**src/rtl/rtc_pkg.sv**
```systemverilog
package rtc_pkg;

   // timebase and pclk
   localparam int XTAL_HZ = 32768;
   localparam int XTAL_DIV_W = 15;
   localparam int PCLK_HZ = 10000000;
   localparam int ALARM_PULSE_MS = 250;
   localparam int ALARM_PULSE_CYCLES = (PCLK_HZ / 1000) * ALARM_PULSE_MS;
   localparam int PULSE_CNT_W = 22;

   // register byte addresses
   localparam logic [7:0] OFF_SEC = 8'h00;
   localparam logic [7:0] OFF_MIN = 8'h04;
   localparam logic [7:0] OFF_HOUR = 8'h08;
   localparam logic [7:0] OFF_DATE = 8'h0c;
   localparam logic [7:0] OFF_MONTH = 8'h10;
   localparam logic [7:0] OFF_YEAR = 8'h14;
   localparam logic [7:0] OFF_DOW = 8'h18;
   localparam logic [7:0] OFF_CTRL = 8'h1c;
   localparam logic [7:0] OFF_TGT_SEC = 8'h20;
   localparam logic [7:0] OFF_TGT_MIN = 8'h24;
   localparam logic [7:0] OFF_TGT_HOUR = 8'h28;
   localparam logic [7:0] OFF_TGT_DATE = 8'h2c;
   localparam logic [7:0] OFF_TGT_MONTH = 8'h30;
   localparam logic [7:0] OFF_TGT_YEAR = 8'h34;
   localparam logic [7:0] OFF_TGT_DOW = 8'h38;
   localparam logic [7:0] OFF_TGT_FIELDS = 8'h3c;
   localparam logic [7:0] OFF_STATUS = 8'h40;
   localparam logic [7:0] OFF_MASK = 8'h44;
   localparam logic [7:0] OFF_STATE = 8'h48;

   // control register fields
   localparam int CTRL_ALARM_EN = 0;
   localparam int CTRL_REPEAT = 1;
   localparam int CTRL_AUTO_CLEAR = 2;
   localparam int CTRL_FOUT_EN = 3;
   localparam int CTRL_LOW_POWER = 4;
   localparam int CTRL_IRQ_PIN_EN = 5;
   localparam int CTRL_FSEL_LSB = 8;
   localparam int FSEL_W = 4;

   // alarm field enable bits
   localparam int AF_SEC = 0;
   localparam int AF_MIN = 1;
   localparam int AF_HOUR = 2;
   localparam int AF_DATE = 3;
   localparam int AF_MONTH = 4;
   localparam int AF_YEAR = 5;
   localparam int AF_DOW = 6;
   localparam int AF_W = 7;

   // status / mask bits
   localparam int ST_ALARM = 0;
   localparam int ST_SECOND = 1;
   localparam int ST_SUPPLY = 2;
   localparam int ST_W = 3;

   // counter limits
   localparam logic [5:0] SEC_MAX = 6'h3b;
   localparam logic [5:0] MIN_MAX = 6'h3b;
   localparam logic [4:0] HOUR_MAX = 5'h17;
   localparam logic [3:0] MONTH_MAX = 4'hc;
   localparam logic [6:0] YEAR_MAX = 7'h63;
   localparam logic [2:0] DOW_MAX = 3'h6;

   // reset values
   localparam logic [4:0] RST_DATE = 5'h01;
   localparam logic [3:0] RST_MONTH = 4'h1;
   localparam logic [FSEL_W-1:0] RST_FSEL = 4'h0;

   typedef struct packed {
      logic [6:0] year;
      logic [3:0] month;
      logic [4:0] date;
      logic [2:0] dow;
      logic [4:0] hour;
      logic [5:0] min;
      logic [5:0] sec;
   } time_t;

   // analog supply comparator results
   typedef struct packed {
      logic vdd_below_backup;
      logic vdd_below_trip;
      logic vdd_above_backup;
      logic vdd_above_trip;
   } supply_cmp_t;

endpackage

```
**src/rtl/rtc_tick_gen.sv**
```systemverilog
`timescale 1ns/100ps
`default_nettype none
module rtc_tick_gen #(
   parameter int DIV_W = rtc_pkg::XTAL_DIV_W
) (
   input wire logic pclk,
   input wire logic presetn,
   input wire logic crystal_in,
   input wire logic restart,
   output logic tick,
   output logic [DIV_W-1:0] phase,
   output logic xtal_level
);

   typedef struct packed {
      logic prev;
      logic [DIV_W-1:0] cnt;
      logic tick;
   } tick_state_t;

   tick_state_t st_d;
   tick_state_t st_q;

   if ((1 << DIV_W) != rtc_pkg::XTAL_HZ)
   begin : g_check
      $error("prescaler width does not divide the timebase to one second");
   end

   always_comb
   begin
      st_d = st_q;
      st_d.tick = 1'b0;
      st_d.prev = crystal_in;
      if (restart)
      begin
         st_d.cnt = '0;
      end
      else if (crystal_in && !st_q.prev)
      begin
         st_d.cnt = st_q.cnt + 1'b1;
         st_d.tick = &st_q.cnt;
      end
   end

   // never reset by supply changes, so no second is lost across switchover
   always_ff @(posedge pclk or negedge presetn)
   begin
      if (!presetn)
      begin
         st_q <= '0;
      end
      else
      begin
         st_q <= st_d;
      end
   end

   assign tick = st_q.tick;
   assign phase = st_q.cnt;
   assign xtal_level = st_q.prev;

endmodule
`default_nettype wire

```
**src/rtl/rtc_core.sv**
```systemverilog
// Chosen here: the APB slave port and the address map.
`timescale 1ns/100ps
`default_nettype none
// Summary of operation
// seconds, minutes and hours are separate counters, each its own register.
// date, month, year and weekday counters advance on time-of-day rollover.
// leap years corrected automatically, valid through year 2099.
// timebase is a 32.768kHz clock from crystal or external source on crystal_in.
// alarm compares any chosen field set; all selected fields matching raises alarm.
// alarm shows as pollable flag, optionally also drives the interrupt pin.
// repeat mode re-alarms on every later match, giving periodic interrupts.
// interrupt pin is open-drain active low, pulled low on alarm.
// frequency pin drives selected division of timebase, enabled by software, open-drain.
// in backup mode serial clock input and data driver are disabled.
// serial data is bidirectional with open-drain driver.
// backup entered only below backup minus hysteresis and below trip level; with low_power set the code enters on below backup alone.
// host writes register 08h only while main supply exceeds backup.
// single mode holds pin low with flag; pulsed mode pulls low 250ms per match.
// 15 selectable output frequencies; frequency output enabled disables alarm.
// counters stay halted after power-up until a clock register is written.
// alarm flag stays set until cleared, unless auto-clear is enabled.
// one-second tick from counting 32768 timebase cycles advances seconds.
// timekeeping and alarm continue unchanged across supply switchover.
module rtc_core #(
   parameter int ADDR_W = 8,
   parameter int PULSE_CYCLES = rtc_pkg::ALARM_PULSE_CYCLES
) (
   input wire logic pclk,
   input wire logic presetn,
   input wire logic [ADDR_W-1:0] paddr,
   input wire logic psel,
   input wire logic penable,
   input wire logic pwrite,
   input wire logic [31:0] pwdata,
   output logic [31:0] prdata,
   output logic pready,
   output logic pslverr,
   output logic irq,
   input wire logic crystal_in,
   output logic crystal_out,
   input wire rtc_pkg::supply_cmp_t supply,
   input wire logic scl_in,
   input wire logic sda_in,
   input wire logic sda_pull_req,
   output logic scl_gated,
   output logic sda_gated,
   output logic sda_out,
   output logic sda_oe,
   output logic irq_n_out,
   output logic irq_n_oe,
   output logic fout_out,
   output logic fout_oe,
   output logic backup_mode
);

   localparam int FSEL_W = rtc_pkg::FSEL_W;
   localparam int PCW = rtc_pkg::PULSE_CNT_W;
   localparam int DIV_W = rtc_pkg::XTAL_DIV_W;

   typedef struct packed {
      rtc_pkg::time_t tm;
      rtc_pkg::time_t tgt;
      logic [rtc_pkg::AF_W-1:0] tgt_fields;
      logic running;
      logic upd;
      logic restart;
      logic alarm_en;
      logic repeat_sel;
      logic auto_clear;
      logic fout_en;
      logic low_power;
      logic irq_pin_en;
      logic [FSEL_W-1:0] fsel;
      logic [rtc_pkg::ST_W-1:0] status;
      logic [rtc_pkg::ST_W-1:0] mask;
      logic backup;
      logic [PCW-1:0] pulse_cnt;
      logic pready;
      logic pslverr;
      logic [31:0] prdata;
      logic irq;
      logic irq_n_oe;
      logic fout_oe;
      logic xtal_out;
      logic scl_gated;
      logic sda_gated;
      logic sda_oe;
   } core_state_t;

   core_state_t st_d;
   core_state_t st_q;

   logic tick;
   logic [DIV_W-1:0] phase;
   logic xtal_level;

   if (ADDR_W < 7 || PULSE_CYCLES < 1 || PULSE_CYCLES >= (1 << PCW))
   begin : g_check
      $error("unsupported address width or alarm pulse length");
   end

   rtc_tick_gen #(
      .DIV_W(DIV_W)
   ) u_tick (
      .pclk(pclk),
      .presetn(presetn),
      .crystal_in(crystal_in),
      .restart(st_q.restart),
      .tick(tick),
      .phase(phase),
      .xtal_level(xtal_level)
   );

   function automatic logic [4:0] days_in_month(input logic [3:0] month, input logic [6:0] year);
      logic [4:0] days;
      unique case (month)
         4'h2: days = (year[1:0] == 2'h0) ? 5'h1d : 5'h1c;
         4'h4, 4'h6, 4'h9, 4'hb: days = 5'h1e;
         default: days = 5'h1f;
      endcase
      return days;
   endfunction

   function automatic rtc_pkg::time_t next_time(input rtc_pkg::time_t t);
      rtc_pkg::time_t n;
      n = t;
      if (t.sec < rtc_pkg::SEC_MAX)
      begin
         n.sec = t.sec + 6'h01;
      end
      else
      begin
         n.sec = '0;
         if (t.min < rtc_pkg::MIN_MAX)
         begin
            n.min = t.min + 6'h01;
         end
         else
         begin
            n.min = '0;
            if (t.hour < rtc_pkg::HOUR_MAX)
            begin
               n.hour = t.hour + 5'h01;
            end
            else
            begin
               n.hour = '0;
               n.dow = (t.dow >= rtc_pkg::DOW_MAX) ? 3'h0 : t.dow + 3'h1;
               if (t.date < days_in_month(t.month, t.year))
               begin
                  n.date = t.date + 5'h01;
               end
               else
               begin
                  n.date = rtc_pkg::RST_DATE;
                  if (t.month < rtc_pkg::MONTH_MAX)
                  begin
                     n.month = t.month + 4'h1;
                  end
                  else
                  begin
                     n.month = rtc_pkg::RST_MONTH;
                     n.year = (t.year >= rtc_pkg::YEAR_MAX) ? 7'h00 : t.year + 7'h01;
                  end
               end
            end
         end
      end
      return n;
   endfunction

   // selected waveform: 1 is the timebase itself, 2..15 halve it each step
   function automatic logic freq_wave(input logic [FSEL_W-1:0] fsel, input logic [DIV_W-1:0] ph,
                                      input logic lvl);
      logic w;
      w = lvl;
      for (int i = 0; i < DIV_W - 1; i++)
      begin
         if (fsel == FSEL_W'(i + 2))
         begin
            w = ph[i];
         end
      end
      return w;
   endfunction

   always_comb
   begin
      logic setup;
      logic wr;
      logic rd;
      logic hit;
      logic [31:0] rdat;
      logic [7:0] addr;
      logic alarm_active;
      logic match;
      logic ev_alarm;
      logic [rtc_pkg::ST_W-1:0] clr;
      logic [rtc_pkg::ST_W-1:0] ev;
      logic backup_next;
      setup = 1'b0;
      wr = 1'b0;
      rd = 1'b0;
      hit = 1'b1;
      rdat = '0;
      addr = 8'(paddr);
      alarm_active = 1'b0;
      match = 1'b0;
      ev_alarm = 1'b0;
      clr = '0;
      ev = '0;
      backup_next = 1'b0;
      st_d = st_q;

      // apb: answer in the first access cycle, data latched at setup
      setup = psel && !penable;
      wr = psel && penable && st_q.pready && pwrite;
      rd = psel && penable && st_q.pready && !pwrite;
      unique case (addr)
         rtc_pkg::OFF_SEC: rdat = 32'(st_q.tm.sec);
         rtc_pkg::OFF_MIN: rdat = 32'(st_q.tm.min);
         rtc_pkg::OFF_HOUR: rdat = 32'(st_q.tm.hour);
         rtc_pkg::OFF_DATE: rdat = 32'(st_q.tm.date);
         rtc_pkg::OFF_MONTH: rdat = 32'(st_q.tm.month);
         rtc_pkg::OFF_YEAR: rdat = 32'(st_q.tm.year);
         rtc_pkg::OFF_DOW: rdat = 32'(st_q.tm.dow);
         rtc_pkg::OFF_CTRL:
         begin
            rdat[rtc_pkg::CTRL_ALARM_EN] = st_q.alarm_en;
            rdat[rtc_pkg::CTRL_REPEAT] = st_q.repeat_sel;
            rdat[rtc_pkg::CTRL_AUTO_CLEAR] = st_q.auto_clear;
            rdat[rtc_pkg::CTRL_FOUT_EN] = st_q.fout_en;
            rdat[rtc_pkg::CTRL_LOW_POWER] = st_q.low_power;
            rdat[rtc_pkg::CTRL_IRQ_PIN_EN] = st_q.irq_pin_en;
            rdat[rtc_pkg::CTRL_FSEL_LSB +: FSEL_W] = st_q.fsel;
         end
         rtc_pkg::OFF_TGT_SEC: rdat = 32'(st_q.tgt.sec);
         rtc_pkg::OFF_TGT_MIN: rdat = 32'(st_q.tgt.min);
         rtc_pkg::OFF_TGT_HOUR: rdat = 32'(st_q.tgt.hour);
         rtc_pkg::OFF_TGT_DATE: rdat = 32'(st_q.tgt.date);
         rtc_pkg::OFF_TGT_MONTH: rdat = 32'(st_q.tgt.month);
         rtc_pkg::OFF_TGT_YEAR: rdat = 32'(st_q.tgt.year);
         rtc_pkg::OFF_TGT_DOW: rdat = 32'(st_q.tgt.dow);
         rtc_pkg::OFF_TGT_FIELDS: rdat = 32'(st_q.tgt_fields);
         rtc_pkg::OFF_STATUS: rdat = 32'(st_q.status);
         rtc_pkg::OFF_MASK: rdat = 32'(st_q.mask);
         rtc_pkg::OFF_STATE: rdat = {30'h0, st_q.running, st_q.backup};
         default: hit = 1'b0;
      endcase
      if (paddr != ADDR_W'(addr))
      begin
         hit = 1'b0;
      end
      st_d.pready = setup;
      st_d.pslverr = setup && !hit;
      if (setup)
      begin
         st_d.prdata = hit ? rdat : 32'h0;
      end

      // timekeeping; a time write below overrides this tick
      st_d.upd = 1'b0;
      st_d.restart = 1'b0;
      if (tick && st_q.running)
      begin
         st_d.tm = next_time(st_q.tm);
         st_d.upd = 1'b1;
      end

      if (wr && hit && !st_q.pslverr)
      begin
         unique case (addr)
            rtc_pkg::OFF_SEC:
            begin
               st_d.tm.sec = pwdata[5:0];
               st_d.restart = 1'b1;
            end
            rtc_pkg::OFF_MIN: st_d.tm.min = pwdata[5:0];
            rtc_pkg::OFF_HOUR: st_d.tm.hour = pwdata[4:0];
            rtc_pkg::OFF_DATE: st_d.tm.date = pwdata[4:0];
            rtc_pkg::OFF_MONTH: st_d.tm.month = pwdata[3:0];
            rtc_pkg::OFF_YEAR: st_d.tm.year = pwdata[6:0];
            rtc_pkg::OFF_DOW: st_d.tm.dow = pwdata[2:0];
            rtc_pkg::OFF_CTRL:
            begin
               st_d.alarm_en = pwdata[rtc_pkg::CTRL_ALARM_EN];
               st_d.repeat_sel = pwdata[rtc_pkg::CTRL_REPEAT];
               st_d.auto_clear = pwdata[rtc_pkg::CTRL_AUTO_CLEAR];
               st_d.fout_en = pwdata[rtc_pkg::CTRL_FOUT_EN];
               st_d.low_power = pwdata[rtc_pkg::CTRL_LOW_POWER];
               st_d.irq_pin_en = pwdata[rtc_pkg::CTRL_IRQ_PIN_EN];
               st_d.fsel = pwdata[rtc_pkg::CTRL_FSEL_LSB +: FSEL_W];
            end
            rtc_pkg::OFF_TGT_SEC: st_d.tgt.sec = pwdata[5:0];
            rtc_pkg::OFF_TGT_MIN: st_d.tgt.min = pwdata[5:0];
            rtc_pkg::OFF_TGT_HOUR: st_d.tgt.hour = pwdata[4:0];
            rtc_pkg::OFF_TGT_DATE: st_d.tgt.date = pwdata[4:0];
            rtc_pkg::OFF_TGT_MONTH: st_d.tgt.month = pwdata[3:0];
            rtc_pkg::OFF_TGT_YEAR: st_d.tgt.year = pwdata[6:0];
            rtc_pkg::OFF_TGT_DOW: st_d.tgt.dow = pwdata[2:0];
            rtc_pkg::OFF_TGT_FIELDS: st_d.tgt_fields = pwdata[rtc_pkg::AF_W-1:0];
            rtc_pkg::OFF_STATUS: clr = pwdata[rtc_pkg::ST_W-1:0];
            rtc_pkg::OFF_MASK: st_d.mask = pwdata[rtc_pkg::ST_W-1:0];
            default:
            begin
            end
         endcase
         if (addr <= rtc_pkg::OFF_DOW)
         begin
            st_d.running = 1'b1;
         end
      end

      // auto-clear: a completed status read drops the alarm flag
      if (rd && addr == rtc_pkg::OFF_STATUS && st_q.auto_clear)
      begin
         clr[rtc_pkg::ST_ALARM] = 1'b1;
      end

      // alarm compare runs on the settled time, one cycle after the update
      alarm_active = st_q.alarm_en && !st_q.fout_en;
      match = (!st_q.tgt_fields[rtc_pkg::AF_SEC] || st_q.tm.sec == st_q.tgt.sec) &&
              (!st_q.tgt_fields[rtc_pkg::AF_MIN] || st_q.tm.min == st_q.tgt.min) &&
              (!st_q.tgt_fields[rtc_pkg::AF_HOUR] || st_q.tm.hour == st_q.tgt.hour) &&
              (!st_q.tgt_fields[rtc_pkg::AF_DATE] || st_q.tm.date == st_q.tgt.date) &&
              (!st_q.tgt_fields[rtc_pkg::AF_MONTH] || st_q.tm.month == st_q.tgt.month) &&
              (!st_q.tgt_fields[rtc_pkg::AF_YEAR] || st_q.tm.year == st_q.tgt.year) &&
              (!st_q.tgt_fields[rtc_pkg::AF_DOW] || st_q.tm.dow == st_q.tgt.dow);
      ev_alarm = st_q.upd && alarm_active && (|st_q.tgt_fields) && match;

      if (ev_alarm && st_q.repeat_sel)
      begin
         st_d.pulse_cnt = PCW'(PULSE_CYCLES);
      end
      else if (st_q.pulse_cnt != '0)
      begin
         st_d.pulse_cnt = st_q.pulse_cnt - 1'b1;
      end

      // supply switchover; backup also needs trip unless low-power switching
      backup_next = st_q.backup;
      if (!st_q.backup)
      begin
         if (supply.vdd_below_backup && (supply.vdd_below_trip || st_q.low_power))
         begin
            backup_next = 1'b1;
         end
      end
      else if (supply.vdd_above_backup || supply.vdd_above_trip)
      begin
         backup_next = 1'b0;
      end
      st_d.backup = backup_next;

      // sticky status, set wins over clear
      ev[rtc_pkg::ST_ALARM] = ev_alarm;
      ev[rtc_pkg::ST_SECOND] = st_q.upd;
      ev[rtc_pkg::ST_SUPPLY] = backup_next != st_q.backup;
      st_d.status = (st_q.status & ~clr) | ev;
      st_d.irq = |(st_d.status & st_d.mask);

      // pins; in backup the serial pins look idle-high to the engine
      if (st_d.repeat_sel)
      begin
         st_d.irq_n_oe = st_d.irq_pin_en && st_d.pulse_cnt != '0;
      end
      else
      begin
         st_d.irq_n_oe = st_d.irq_pin_en && st_d.status[rtc_pkg::ST_ALARM];
      end
      st_d.fout_oe = st_q.fout_en && st_q.fsel != '0 &&
                     !freq_wave(st_q.fsel, phase, xtal_level);
      st_d.xtal_out = !crystal_in;
      st_d.scl_gated = backup_next ? 1'b1 : scl_in;
      st_d.sda_gated = backup_next ? 1'b1 : sda_in;
      st_d.sda_oe = !backup_next && sda_pull_req;
   end

   always_ff @(posedge pclk or negedge presetn)
   begin
      if (!presetn)
      begin
         st_q <= '0;
         st_q.tm.date <= rtc_pkg::RST_DATE;
         st_q.tm.month <= rtc_pkg::RST_MONTH;
         st_q.fsel <= rtc_pkg::RST_FSEL;
         st_q.scl_gated <= 1'b1;
         st_q.sda_gated <= 1'b1;
      end
      else
      begin
         st_q <= st_d;
      end
   end

   // open-drain pins only ever drive low
   assign prdata = st_q.prdata;
   assign pready = st_q.pready;
   assign pslverr = st_q.pslverr;
   assign irq = st_q.irq;
   assign crystal_out = st_q.xtal_out;
   assign scl_gated = st_q.scl_gated;
   assign sda_gated = st_q.sda_gated;
   assign sda_out = st_q.restart & 1'b0;
   assign sda_oe = st_q.sda_oe;
   assign irq_n_out = st_q.restart & 1'b0;
   assign irq_n_oe = st_q.irq_n_oe;
   assign fout_out = st_q.restart & 1'b0;
   assign fout_oe = st_q.fout_oe;
   assign backup_mode = st_q.backup;

endmodule
`default_nettype wire

```
**config.mk**
```make
export PLATFORM = sky130hd
export DESIGN_NAME = rtc_core
export DESIGN_NICKNAME = d
export VERILOG_FILES = /design/src/rtl/rtc_pkg.sv /design/src/rtl/rtc_tick_gen.sv /design/src/rtl/rtc_core.sv
export SDC_FILE = /design/constraint.sdc
export NUM_CORES = 1
export LEC_CHECK = 0
export CAP_MARGIN = 5
export CORE_MARGIN = 3
export CORE_UTILIZATION = 65
export DETAILED_ROUTE_END_ITERATION = 8
export DONT_BUFFER_PORTS = 1
export PLACE_DENSITY_LB_ADDON = 0.12
export SLEW_MARGIN = 25
export SYNTH_ARGS = -nofsm -noshare
export SYNTH_HDL_FRONTEND = slang
export SYNTH_SLANG_ARGS = --single-unit
export TNS_END_PERCENT = 10
```
**constraint.sdc**
```tcl
create_clock -name pclk -period 5.54 [get_ports pclk]
set_input_delay 0.831 -clock pclk [delete_from_list [all_inputs] [get_ports pclk]]
set_output_delay 0.831 -clock pclk [all_outputs]
set_load 0.05 [all_outputs]
```
# Yosys cells after proc, flatten, opt, wreduce, memory -nomap -nowiden
# Cells that the tools add are included.
# totals
ff_bits	179
in_bits	53
elab_cells	258
# op_classes
add_sub_neg	9
n_lt_le_gt_ge	8
eq_ne	45
muxes	75
bitwise	4
n_reduce_logical	75
# ops
operator	n
$pmux W6 S19	1
$mux W80	1
$eq A8 B6 Y1 const B	8
$mux W5	10
$mux W22	2
$reduce_bool A22 Y1	2
$eq A4 B4 Y1 const B	10
$mux W36	1
$mux W6	6
$mux W7	5
$eq A8 B5 Y1 const B	4
$mux W30	1
$logic_and A1 B1 Y1	29
$mux W1	27
$eq A4 B3 Y1 const B	6
$eq A8 B7 Y1 const B	3
$mux W24	1
$mux W11	2
$sub A22 B1 Y22 const B	1
$mux W3	7
$reduce_and A2 Y1	10
$mux W19	1
$reduce_or A19 Y1	1
$eq A8 B4 Y1 const B	2
other kinds (41)	75

# Depth between registers and ports, before layout
# Gate-level depths: netlist of the first run.
# depth
word_depth	17
depth_mapped	10

# By module
# Synthesis of the first run repeated with hierarchy kept, for this count alone.
# unflattened
hier_cells	962
hier_area_um2	9328.9
# by_module_without_submodules
module	instances	cells_each	area_each_um2	seq_area_each_um2
rtc_core	1	882	8515.7	3533.4
rtc_tick_gen	1	80	813.3	425.4

# Least setup slack after synthesis of the first run
# OpenSTA, ideal clock, no wires.
# synth_path
path_type	input port to flip-flop
start	input paddr[4]
end	register st_q (netlist bit irq)
setup_time_ns	0.126
arrival_time_ns	2.653
required_time_ns	5.414
setup_slack_ns	2.761
path_stages	7
n_path_buf	1
path_cell_list	clkbuf_1 -> a211o_1 -> a2111oi_4 -> and2_1 -> mux2_2 -> and2_1 -> a221o_1
# synth_rtl
element	line	rtl
start: declaration	rtc_core.sv:30	input wire logic [ADDR_W-1:0] paddr,
end signal: assignment	rtc_core.sv:392	st_q <= st_d;
end: declaration	rtc_core.sv:91	core_state_t st_q;

# Worst setup path after layout of the first run
# layout_path
start	register st_q (netlist bit pready)
end	register st_q[89] in the netlist's numbering
# layout_between
elab_chain_cells	5
# layout_lines
element	line	rtl
$logic_and A1 B1 Y1 (2 in series)	rtc_core.sv:217	wr = psel && penable && st_q.pready && pwrite;
$logic_and A1 B1 Y1 (2 in series)	rtc_core.sv:270	if (wr && hit && !st_q.pslverr)
$reduce_and A2 Y1 (no line)	n/a	
# Every way passes these cells.
# A chain may end at the register's enable or synchronous reset.

==> results_dict.tcl, run 1 <==
set metrics [dict create \
    rsz0062_at_grt "false" \
    drcViolationCount 1 \
    synth_cell_types 79 \
    clockBufferDepth 2 \
    grt-ovfl-total 0 \
    slowest_stage "a2111oi_4" \
    run_status "finished, violations left" \
    synth_top_flop_cell "dfrtp_1" \
    slowest_delay_ns 0.99 \
    cp_data_arrival_time_ns 3.51 \
    grt_use_total 0.3452 \
    final_cell_area_um2 9565 \
    drtIter0Drc 945 \
    final_common_cell "dfrtp_1" \
    fmax_ghz 0.3123 \
    finalNonFillerCells 1132 \
    place_ws_ns 2.118 \
    final_cell_mix "154 x dfrtp_1, 104 x nand2_1, 85 x nor2_1, 65 x o21ai_0, 43 x a21oi_1" \
    vias 7714 \
    seq_area_frac_synth 0.4379 \
    io_pins 98 \
    ir_worst_vdd_uv 208.8 \
    path_max_fanout 16 \
    violations "DRC" \
    crit_path_start_kind "flop" \
    place_area_um2 8954 \
    ctsHoldBuffers 0 \
    ys_ff_latch 158 \
    power.density_nw_per_um2 270.8 \
    hp-class "input port to async pin" \
    avgSynthCellArea_um2 9.302 \
    std_cell_rows 42 \
    synth-edff-count 0 \
    clkSlewWorstSetupHoldPaths_ns 0.07 \
    grt_pass1_vias 7322 \
    drt_pass1_iterations 9 \
    slew_viol_final 0 \
    setup_violations 0 \
    cts_tree "yes" \
    routabilityCongestion 1.029 \
    slew_headroom 0.2781 \
    clock-root-buffer "clkbuf_16" \
    portBuffers 0 \
    cap_violations 0 \
    hpwlAfterDp_um 18400 \
    syn_area_um2 9041 \
    ant_nets 0 \
    tightestPinTransition_ns 1.083 \
    worstSetupEndpointType "flop" \
    post-cts-setup-buffer-count 0 \
    wirelength_um 25710 \
    clkLatencyLatePin_ns 0.43 \
    start_util 0.6747 \
    diodes 0 \
    cts_sinks 158 \
    ys_async_sr_fraction 1.000 \
    cts_made_buffers 17 \
    crit_chain "nand3_1 > a2111oi_4 > nand2_1 > mux2_2" \
    area_growth_pct 5.798 \
    worst-path-buf-inv 0 \
    antenna_found_initial 0 \
    drive_gt1_frac 0.08577 \
    cpLargestDelayFamily "compound AO/OA/AOI/OAI gates" \
    wl_per_cell_um 22.71 \
    die_h_um 123.9 \
    finalCoreUtilization 0.7138 \
    synthesis.instances 972 \
    fin_crit_ns 3.202 \
    fin_skew_ns 0.008350 \
    fin_nets 1011 \
    avgViaCountPerCell 6.814 \
    grt_pass1_wl_um 39890 \
    die_w_um 123.9 \
    power_leakage_nw 4.245 \
    dieArea_um2 15360 \
    dpl.cell_count 1100 \
    worstPathRequired_ns 5.85 \
    finalSetupTns_ns 0 \
    path_class "flop to flop" \
    hold_viol 0 \
    final.setup.worst_slack_ns 2.338 \
    grt_max_degree 159 \
    cts-resized-gates 0 \
    core_area_um2 13400 \
    yosys_warnings 0 \
    htree_levels 4 \
    period_share 0.5779 \
]
==> cell usage after synthesis (all sizes together) (3+ instances only) <==
cell	number	area share
nand4	12	0.0083
nand2b	12	0.0083
clkbuf	34	0.014
o31a	4	0.0039
a21boi	4	0.0033
a31oi	12	0.0083
or2	4	0.0028
a21o	4	0.0033
xor2	33	0.032
o211ai	9	0.0075
nand3b	11	0.0091
and3	10	0.0069
nor2	85	0.035
dfrtp	154	0.43
ha	15	0.021
mux2i	4	0.0044
o21ai	65	0.036
or3	10	0.0069
a22oi	21	0.017
a22o	5	0.0048
nor4	12	0.0090
dfstp	4	0.012
buf	40	0.033
nor4b	5	0.0048
a21oi	43	0.024
nor2b	8	0.0055
a211oi	11	0.0097
nand2	104	0.043
nand3	40	0.022
mux2	34	0.043
inv	22	0.0091
a211o	3	0.0029
o22ai	4	0.0028
a221oi	10	0.0097
a222oi	6	0.0066
nor3b	7	0.0064
o31ai	8	0.0066
or4	4	0.0033
nor3	32	0.019
and4	4	0.0039
and2	6	0.0042
xnor2	26	0.025
==> cell families after synthesis <==
group	share of synthesized area
AND/OR/NAND/NOR	0.2055
multiplexers	0.04968
adder cells (fa/ha/maj)	0.02076
buffers and inverters	0.05591
AO/OA/AOI/OAI	0.1727
other	0.0004148
XOR/XNOR	0.05716
flip-flops	0.4379
==> worst reg2reg max path: stages, from the launching register on <==
cell and delay, ns:
dfrtp_1 0.65, nand3_1 0.34, a2111oi_4 0.99, nand2_1 0.64
mux2_2 0.47
==> sequential cells by signal, indices dropped and copies added (netlist names) <==
signal,count
backup_mode,1
crystal_out,1
fout_oe,1
irq,1
irq_n_oe,1
prdata,11
pready,1
pslverr,1
scl_gated,1
sda_gated,1
sda_oe,1
st_q,120
u_tick.phase,15
u_tick.tick,1
u_tick.xtal_level,1
==> per-stage QoR <==
step | power, W | hold WS, ns
5_1_grt | 0.002668 | 0.07246
3_5_place_dp | 0.001391 | 0.4931
4_1_cts | 0.002597 | 0.08281
6_report | 0.002590 | 0.08832
3_3_place_gp | 0.001383 | 0.5065
2_1_floorplan | 0.001383 | 0.4400
==> worst paths after layout <==
check	startpoint	end	slack, ns	depth (start not counted)
min reg2reg	st_q[114]	st_q[114]	0.53	2
max reg2reg	pready	st_q[89]	2.34	4
max	pready	st_q[89]	2.34	4
max in group asynchronous	presetn	st_q[146]	5.11	0
min in group pclk	crystal_in	u_tick.xtal_level	0.43	0
min	presetn	st_q[159]	0.09	0
==> per-layer routing <==
layer / vias to the layer above / GRT usage / share of wire
met5: - / 0 / 0
met4: 0 / 0.1280 / 0.029
met3: 74 / 0.1035 / 0.12
met2: 439 / 0.5106 / 0.44
met1: 3775 / 0.4829 / 0.41
li1: 3426 / - / -
==> final cells by class <==
type                       count  area [um^2]
clock inverter                 9        133.9
timing repair buffer           3        22.52
multi-input combinational    741         4669
sequential                   158         3959
tap                          176        220.2
clock buffer                  23        478.0
fill                        1020         3835
inverter                      22        82.58
==> where the power goes <==
part | internal [W] | total (W) | switching, W
combinational | 0.0000349 | 0.000121 | 0.0000857
sequential | 0.00118 | 0.00125 | 0.0000676
clock | 0.000746 | 0.00122 | 0.000471
Note: power is estimated with default switching activity, not from simulation.
==> run 2, diff against run 1 <==
--- a/config.mk
+++ b/config.mk
@@ -5,9 +5,10 @@
 export SDC_FILE = /design/constraint.sdc
 export NUM_CORES = 1
 export LEC_CHECK = 0
+export ABC_AREA = 1
 export CAP_MARGIN = 5
 export CORE_MARGIN = 3
-export CORE_UTILIZATION = 65
+export CORE_UTILIZATION = 58
 export DETAILED_ROUTE_END_ITERATION = 8
 export DONT_BUFFER_PORTS = 1
 export PLACE_DENSITY_LB_ADDON = 0.12
==> constraint.sdc (replaced) <==
create_clock -name pclk -period 2.9 [get_ports pclk]
set_input_delay 0.435 -clock pclk [delete_from_list [all_inputs] [get_ports pclk]]
set_output_delay 0.435 -clock pclk [all_outputs]
set_load 0.05 [all_outputs]
==> results_dict.tcl, run 2 <==
set metrics [dict create \
    run_status "finished, violations left" \
    violations "hold timing" \
    rsz0062_at_grt "false" \
    final_cell_mix "387 x nand2_1, 192 x inv_1, 154 x dfrtp_1, 122 x nor2_1, 105 x o21ai_0" \
    largest_register "st_q" \
    drtIter0Drc 869 \
    fin_nets 1431 \
    path_max_fanout 5 \
    cts-resized-gates 0 \
    wirelength_um 27310 \
    grt_pass1_wl_um 43120 \
    setup_violations 0 \
    hold_viol 158 \
    avgSynthCellArea_um2 7.139 \
    synth_top_flop_cell "dfrtp_1" \
    fmax_ghz 0.3719 \
    htree_levels 4 \
    std_cell_rows 46 \
    whs_ns -0.3120 \
    worstPathRequired_ns 3.24 \
    cp_data_arrival_time_ns 3.03 \
    synthesis.instances 1359 \
    die_h_um 135.3 \
    ys_ff_latch 158 \
    clkSlewWorstSetupHoldPaths_ns 0.07 \
    yosysTopAreaCell "dfrtp_1" \
    synth_cell_types 53 \
    yosys_warnings 0 \
    wirelength_met1_um 11490 \
    crit_path_start_kind "flop" \
    post-synth-top-count-cell "nand2_1" \
    area_growth_pct 7.119 \
    synth.top_cell.area_share 0.3972 \
    vias 9055 \
    diodes 0 \
    period_share 0.9272 \
    syn_area_um2 9702 \
    wl_per_cell_um 17.15 \
    final_common_cell "nand2_1" \
    synth_area_leaders "dfrtp_1 40%, nand2_1 15%, inv_1 7.4%" \
    highest_layer "met4" \
    fin_skew_ns 0.008704 \
    hp-class "input port to async pin" \
    ir_worst_vdd_uv 421.4 \
    seq_area_frac_synth 0.4080 \
    portBuffers 0 \
    worstSetupEndpointType "flop" \
    drcViolationCount 0 \
    cts_sinks 158 \
    drive_gt1_frac 0.06904 \
    tightestPinTransition_ns 0.7099 \
    hpwlAfterDp_um 20070 \
    dieArea_um2 18320 \
    route.met3.wl_um 2244 \
    slew_viol_final 0 \
    slew_headroom 0.5262 \
    clkLatencyLatePin_ns 0.44 \
    start_util 0.6020 \
    fin_crit_ns 2.689 \
    path_class "flop to flop" \
    cts_tree "yes" \
    grt_pass1_vias 8269 \
    core_area_um2 16120 \
    clockBufferDepth 2 \
    met2_length_um 12580 \
    power.total_w 0.004793 \
    power.density_nw_per_um2 461.2 \
    synth_common_cells "387 x nand2_1, 192 x inv_1, 154 x dfrtp_1" \
    clock-root-buffer "clkbuf_16" \
    io_pins 98 \
    finalSetupTns_ns 0 \
    die_w_um 135.3 \
    grt_max_degree 159 \
    cap_violations 0 \
    grt_use_total 0.3040 \
    avgViaCountPerCell 5.688 \
    ys_async_sr_fraction 1.000 \
    antenna_found_initial 0 \
    ant_nets 0 \
    routabilityCongestion 0.9858 \
    grt-ovfl-total 0 \
    synth-edff-count 0 \
    cts_made_buffers 17 \
    post-cts-setup-buffer-count 0 \
    largest_register_ff_count 120 \
    power_leakage_nw 5.323 \
    drt_pass1_iterations 5 \
]
-- run 2: cell types whose count changed after synthesis, sizes merged, moves of 18 or more --
cell | before | now
nand2 | 104 | 397
inv | 22 | 201
o21ai | 65 | 133
a22oi | 21 | 1
nand3 | 40 | 66
nor2 | 85 | 135
o22ai | 4 | 28
clkbuf | 34 | 8
mux2 | 34 | 0
xor2 | 33 | 15
-- run 2: final cells by class --
class | count | area (um^2)
Clock buffer | 18 | 429.2
Clock inverter | 14 | 151.4
Fill cell | 1463 | 5723
Inverter | 202 | 758.2
Multi-Input combinational cell | 967 | 4697
Sequential cell | 158 | 3959
Tap cell | 216 | 270.3
Timing Repair Buffer | 17 | 127.6
-- run 2: power breakdown --
| group | internal, W | switching, W |
|---|---|---|
| Clock | 0.00122 | 0.00102 |
| Combinational | 0.0000481 | 0.000181 |
| Sequential | 0.00225 | 0.0000785 |
-- run 2: cell families (layout without fill, tap and decap cells) --
kind of cell,Yosys count,after routing,share of synthesized area
AND/OR/NAND/NOR,666,666,0.2924
buffers and inverters,257,251,0.1167
AO/OA/AOI/OAI,238,238,0.1415
flip-flops,158,158,0.4080
XOR/XNOR,24,24,0.02167
adder cells (fa/ha/maj),15,15,0.01934
other,1,24,0.0003865
-- run 2: per-stage QoR --
stage | setup WS [ns] | area [um^2] | cells | utilization
final | 0.2113 | 10390 | 1592 | 0.6449
after global routing | 0.02578 | 10390 | 1592 | 0.6449
after detailed placement | 0.2967 | 9812 | 1560 | 0.6089
after global placement | 0.3002 | 9812 | 1560 | 0.6089
after CTS | 0.2574 | 10390 | 1592 | 0.6449
after floorplan | 0.6212 | 9788 | 1382 | -
-- run 2: path summary, 6_finish.rpt --
check | startpoint | to | slack (ns) | cells after the start
setup / recovery | st_q[41] | irq_n_oe | 0.21 | 13
hold / removal | presetn | u_tick.tick | -0.31 | 0
setup reg to reg | st_q[41] | irq_n_oe | 0.21 | 13
hold reg to reg | u_tick.phase[14] | u_tick.phase[14] | 0.46 | 1
max in group asynchronous | presetn | st_q[151] | 2.94 | 0
min in group pclk | crystal_in | u_tick.xtal_level | 0.03 | 0
-- run 2: worst max-delay path, stage by stage (launching register included) --
cell and delay [ns]:
dfrtp_1 0.45, inv_1 0.09, ha_1 0.26, nand2_1 0.12, nor2_1 0.28, nand3_1 0.26, nand4_1 0.26, nor2_1 0.10
nand3_1 0.10, nand4_1 0.09, nor3_1 0.30, nand3_1 0.13, nand2_1 0.10, inv_1 0.04
-- run 2: metal layers --
metal,track usage,vias to the layer above
li1,-,4356
met1,0.4148,4243
met2,0.4817,389
met3,0.05386,67
met4,0.1260,0
met5,0,-
==> run 3, diff against run 2 <==
==> constraint.sdc (replaced) <==
create_clock -name pclk -period 2.4 [get_ports pclk]
set_input_delay 0.36 -clock pclk [delete_from_list [all_inputs] [get_ports pclk]]
set_output_delay 0.36 -clock pclk [all_outputs]
set_load 0.05 [all_outputs]
==> results_dict.tcl, run 3 (synthesis gave the netlist of run 2 again) <==
set metrics [dict create \
    run_status "finished, violations left" \
    violations "hold timing" \
    cts_tree "yes" \
    grt_max_degree 159 \
    tightestPinTransition_ns 0.6630 \
    htree_levels 4 \
    area_growth_pct 12.15 \
    cp_data_arrival_time_ns 2.62 \
    fmax_ghz 0.4420 \
    whs_ns -0.3893 \
    worst-path-stages 13 \
    fin_crit_ns 2.263 \
    cts_made_buffers 17 \
    start_util 0.6020 \
    grt_pass1_wl_um 44130 \
    drive_gt1_frac 0.1256 \
    avgViaCountPerCell 5.662 \
    ctsHoldBuffers 1 \
    r2r_cells 13 \
    fin_skew_ns 0.01223 \
    cap_violations 0 \
    slowest_stage "dfstp_2" \
    crit_path_start_kind "flop" \
    r2r_slack_ns 0.14 \
    worstPathRequired_ns 2.76 \
    diodes 0 \
    core_area_um2 16120 \
    final.setup.worst_slack_ns 0.1374 \
    seq_area_um2 3963 \
    routabilityCongestion 0.9849 \
    io_pins 98 \
    rsz0062_at_grt "true" \
    place_area_um2 10080 \
    final_cell_mix "384 x nand2_1, 186 x inv_1, 151 x dfrtp_1, 109 x nor2_1, 104 x o21ai_0" \
    final_cell_area_um2 10880 \
    final_common_cell "nand2_1" \
    die_w_um 135.3 \
    largest_register_ff_count 120 \
    grt_pass1_vias 8503 \
    clkLatencyLatePin_ns 0.44 \
    power.density_nw_per_um2 534.2 \
    portBuffers 0 \
    slowest_delay_ns 0.53 \
    crit_chain "inv_2 > ha_1 > nor3b_2 > ha_1 > nand4_1 > nand2_1 > inv_2 > nor2_2 > nand3_1 > buf_4 > nand2_1 > o211ai_1 > o21ai_1" \
    dieArea_um2 18320 \
    worstSetupEndpointType "flop" \
    finalSetupTns_ns 0 \
    die_h_um 135.3 \
    largest_register "st_q" \
    place_ws_ns 0.03723 \
    hpwlAfterDp_um 20430 \
    clkSlewWorstSetupHoldPaths_ns 0.07 \
    slew_viol_final 0 \
    wirelength_um 28250 \
    n_fill_cell 1405 \
    multi_input_area_um2 4797 \
    drtIter0Drc 1006 \
    grt_use_total 0.3095 \
    path_class "flop to flop" \
    slew_headroom 0.5575 \
    antenna_found_initial 0 \
    wl_per_cell_um 17.22 \
    fin_nets 1480 \
    drt_pass1_iterations 6 \
    r2r_end "st_q[156]" \
    hold_viol 158 \
    hp-class "input port to async pin" \
    std_cell_rows 46 \
    cpLargestDelayFamily "simple AND/OR/NAND/NOR gates" \
    cts_sinks 158 \
    ant_nets 0 \
    setup_violations 0 \
    worst-path-buf-inv 3 \
    ir_worst_vdd_uv 561.8 \
    power_leakage_nw 5.567 \
    grt-ovfl-total 0 \
    clock-root-buffer "clkbuf_16" \
    clockBufferDepth 2 \
    reg2reg_from "st_q[151]" \
    period_share 0.9428 \
    path_max_fanout 5 \
    drcViolationCount 0 \
    power.total_w 0.005813 \
    vias 9292 \
]
==> run 3: final cells by class <==
cell class	count	share of cell area
clock inverters	14	0.01345
flip-flops and latches	158	0.3642
clock buffers	18	0.04036
multi-input cells	967	0.4409
well taps	216	0.02484
repair buffers	66	0.04657
inverters	202	0.06969
==> run 3: timing repair <==
| action | 4_1_cts | 5_1_grt |
|---|---|---|
| setup endpoints to repair | 0 | 17 |
| gates resized for setup | 0 | 43 |
| buffers inserted | 0 | 11 |
| hold endpoints to repair | 159 | 158 |
==> run 3: stage by stage <==
| step | cells | hold WS [ns] | utilization |
|---|---|---|---|
| floorplan | 1382 | 0.06441 | - |
| global placement | 1596 | 0.06822 | 0.6256 |
| detailed placement | 1596 | 0.06837 | 0.6256 |
| CTS | 1629 | -0.3976 | 0.6626 |
| global route | 1641 | -0.4089 | 0.6752 |
| finish | 1641 | -0.3893 | 0.6752 |
==> run 3: worst max path at each step <==
| stage | from | to | slack [ns] |
|---|---|---|---|
| final | st_q[151] | st_q[156] | 0.14 |
| after floorplan | st_q[151] | st_q[159] | 0.12 |
| after detailed placement | st_q[151] | st_q[152] | 0.04 |
| after CTS | st_q[151] | irq_n_oe | 0.02 |
| after global placement | st_q[151] | irq_n_oe | 0.09 |
| after global routing | st_q[146] | irq_n_oe | -0.06 |
==> run 3: layer usage <==
metal / part of all wire / up-vias / wire length (um) / GRT usage
li1: - / 4467 / - / -
met1: 0.41 / 4306 / 11540 / 0.4056
met2: 0.46 / 436 / 12960 / 0.4914
met3: 0.089 / 83 / 2510 / 0.07281
met4: 0.044 / 0 / 1239 / 0.1389
met5: 0 / - / 0 / 0
==> run 3: worst register-to-register path: cells and delay by family (launching register included) <==
kind | cells | cell delay (ns)
AND/OR/NAND/NOR | 6 | 0.68
buffers and inverters | 3 | 0.32
AO/OA/AOI/OAI | 2 | 0.19
adder cells (fa/ha/maj) | 2 | 0.47
flip-flops | 1 | 0.53
==> run 3: power breakdown <==
part | switching [W] | internal, W
clock | 0.00122 | 0.00149
combinational | 0.000231 | 0.0000658
sequential | 0.0000837 | 0.00272
total | 0.00153 | 0.00428
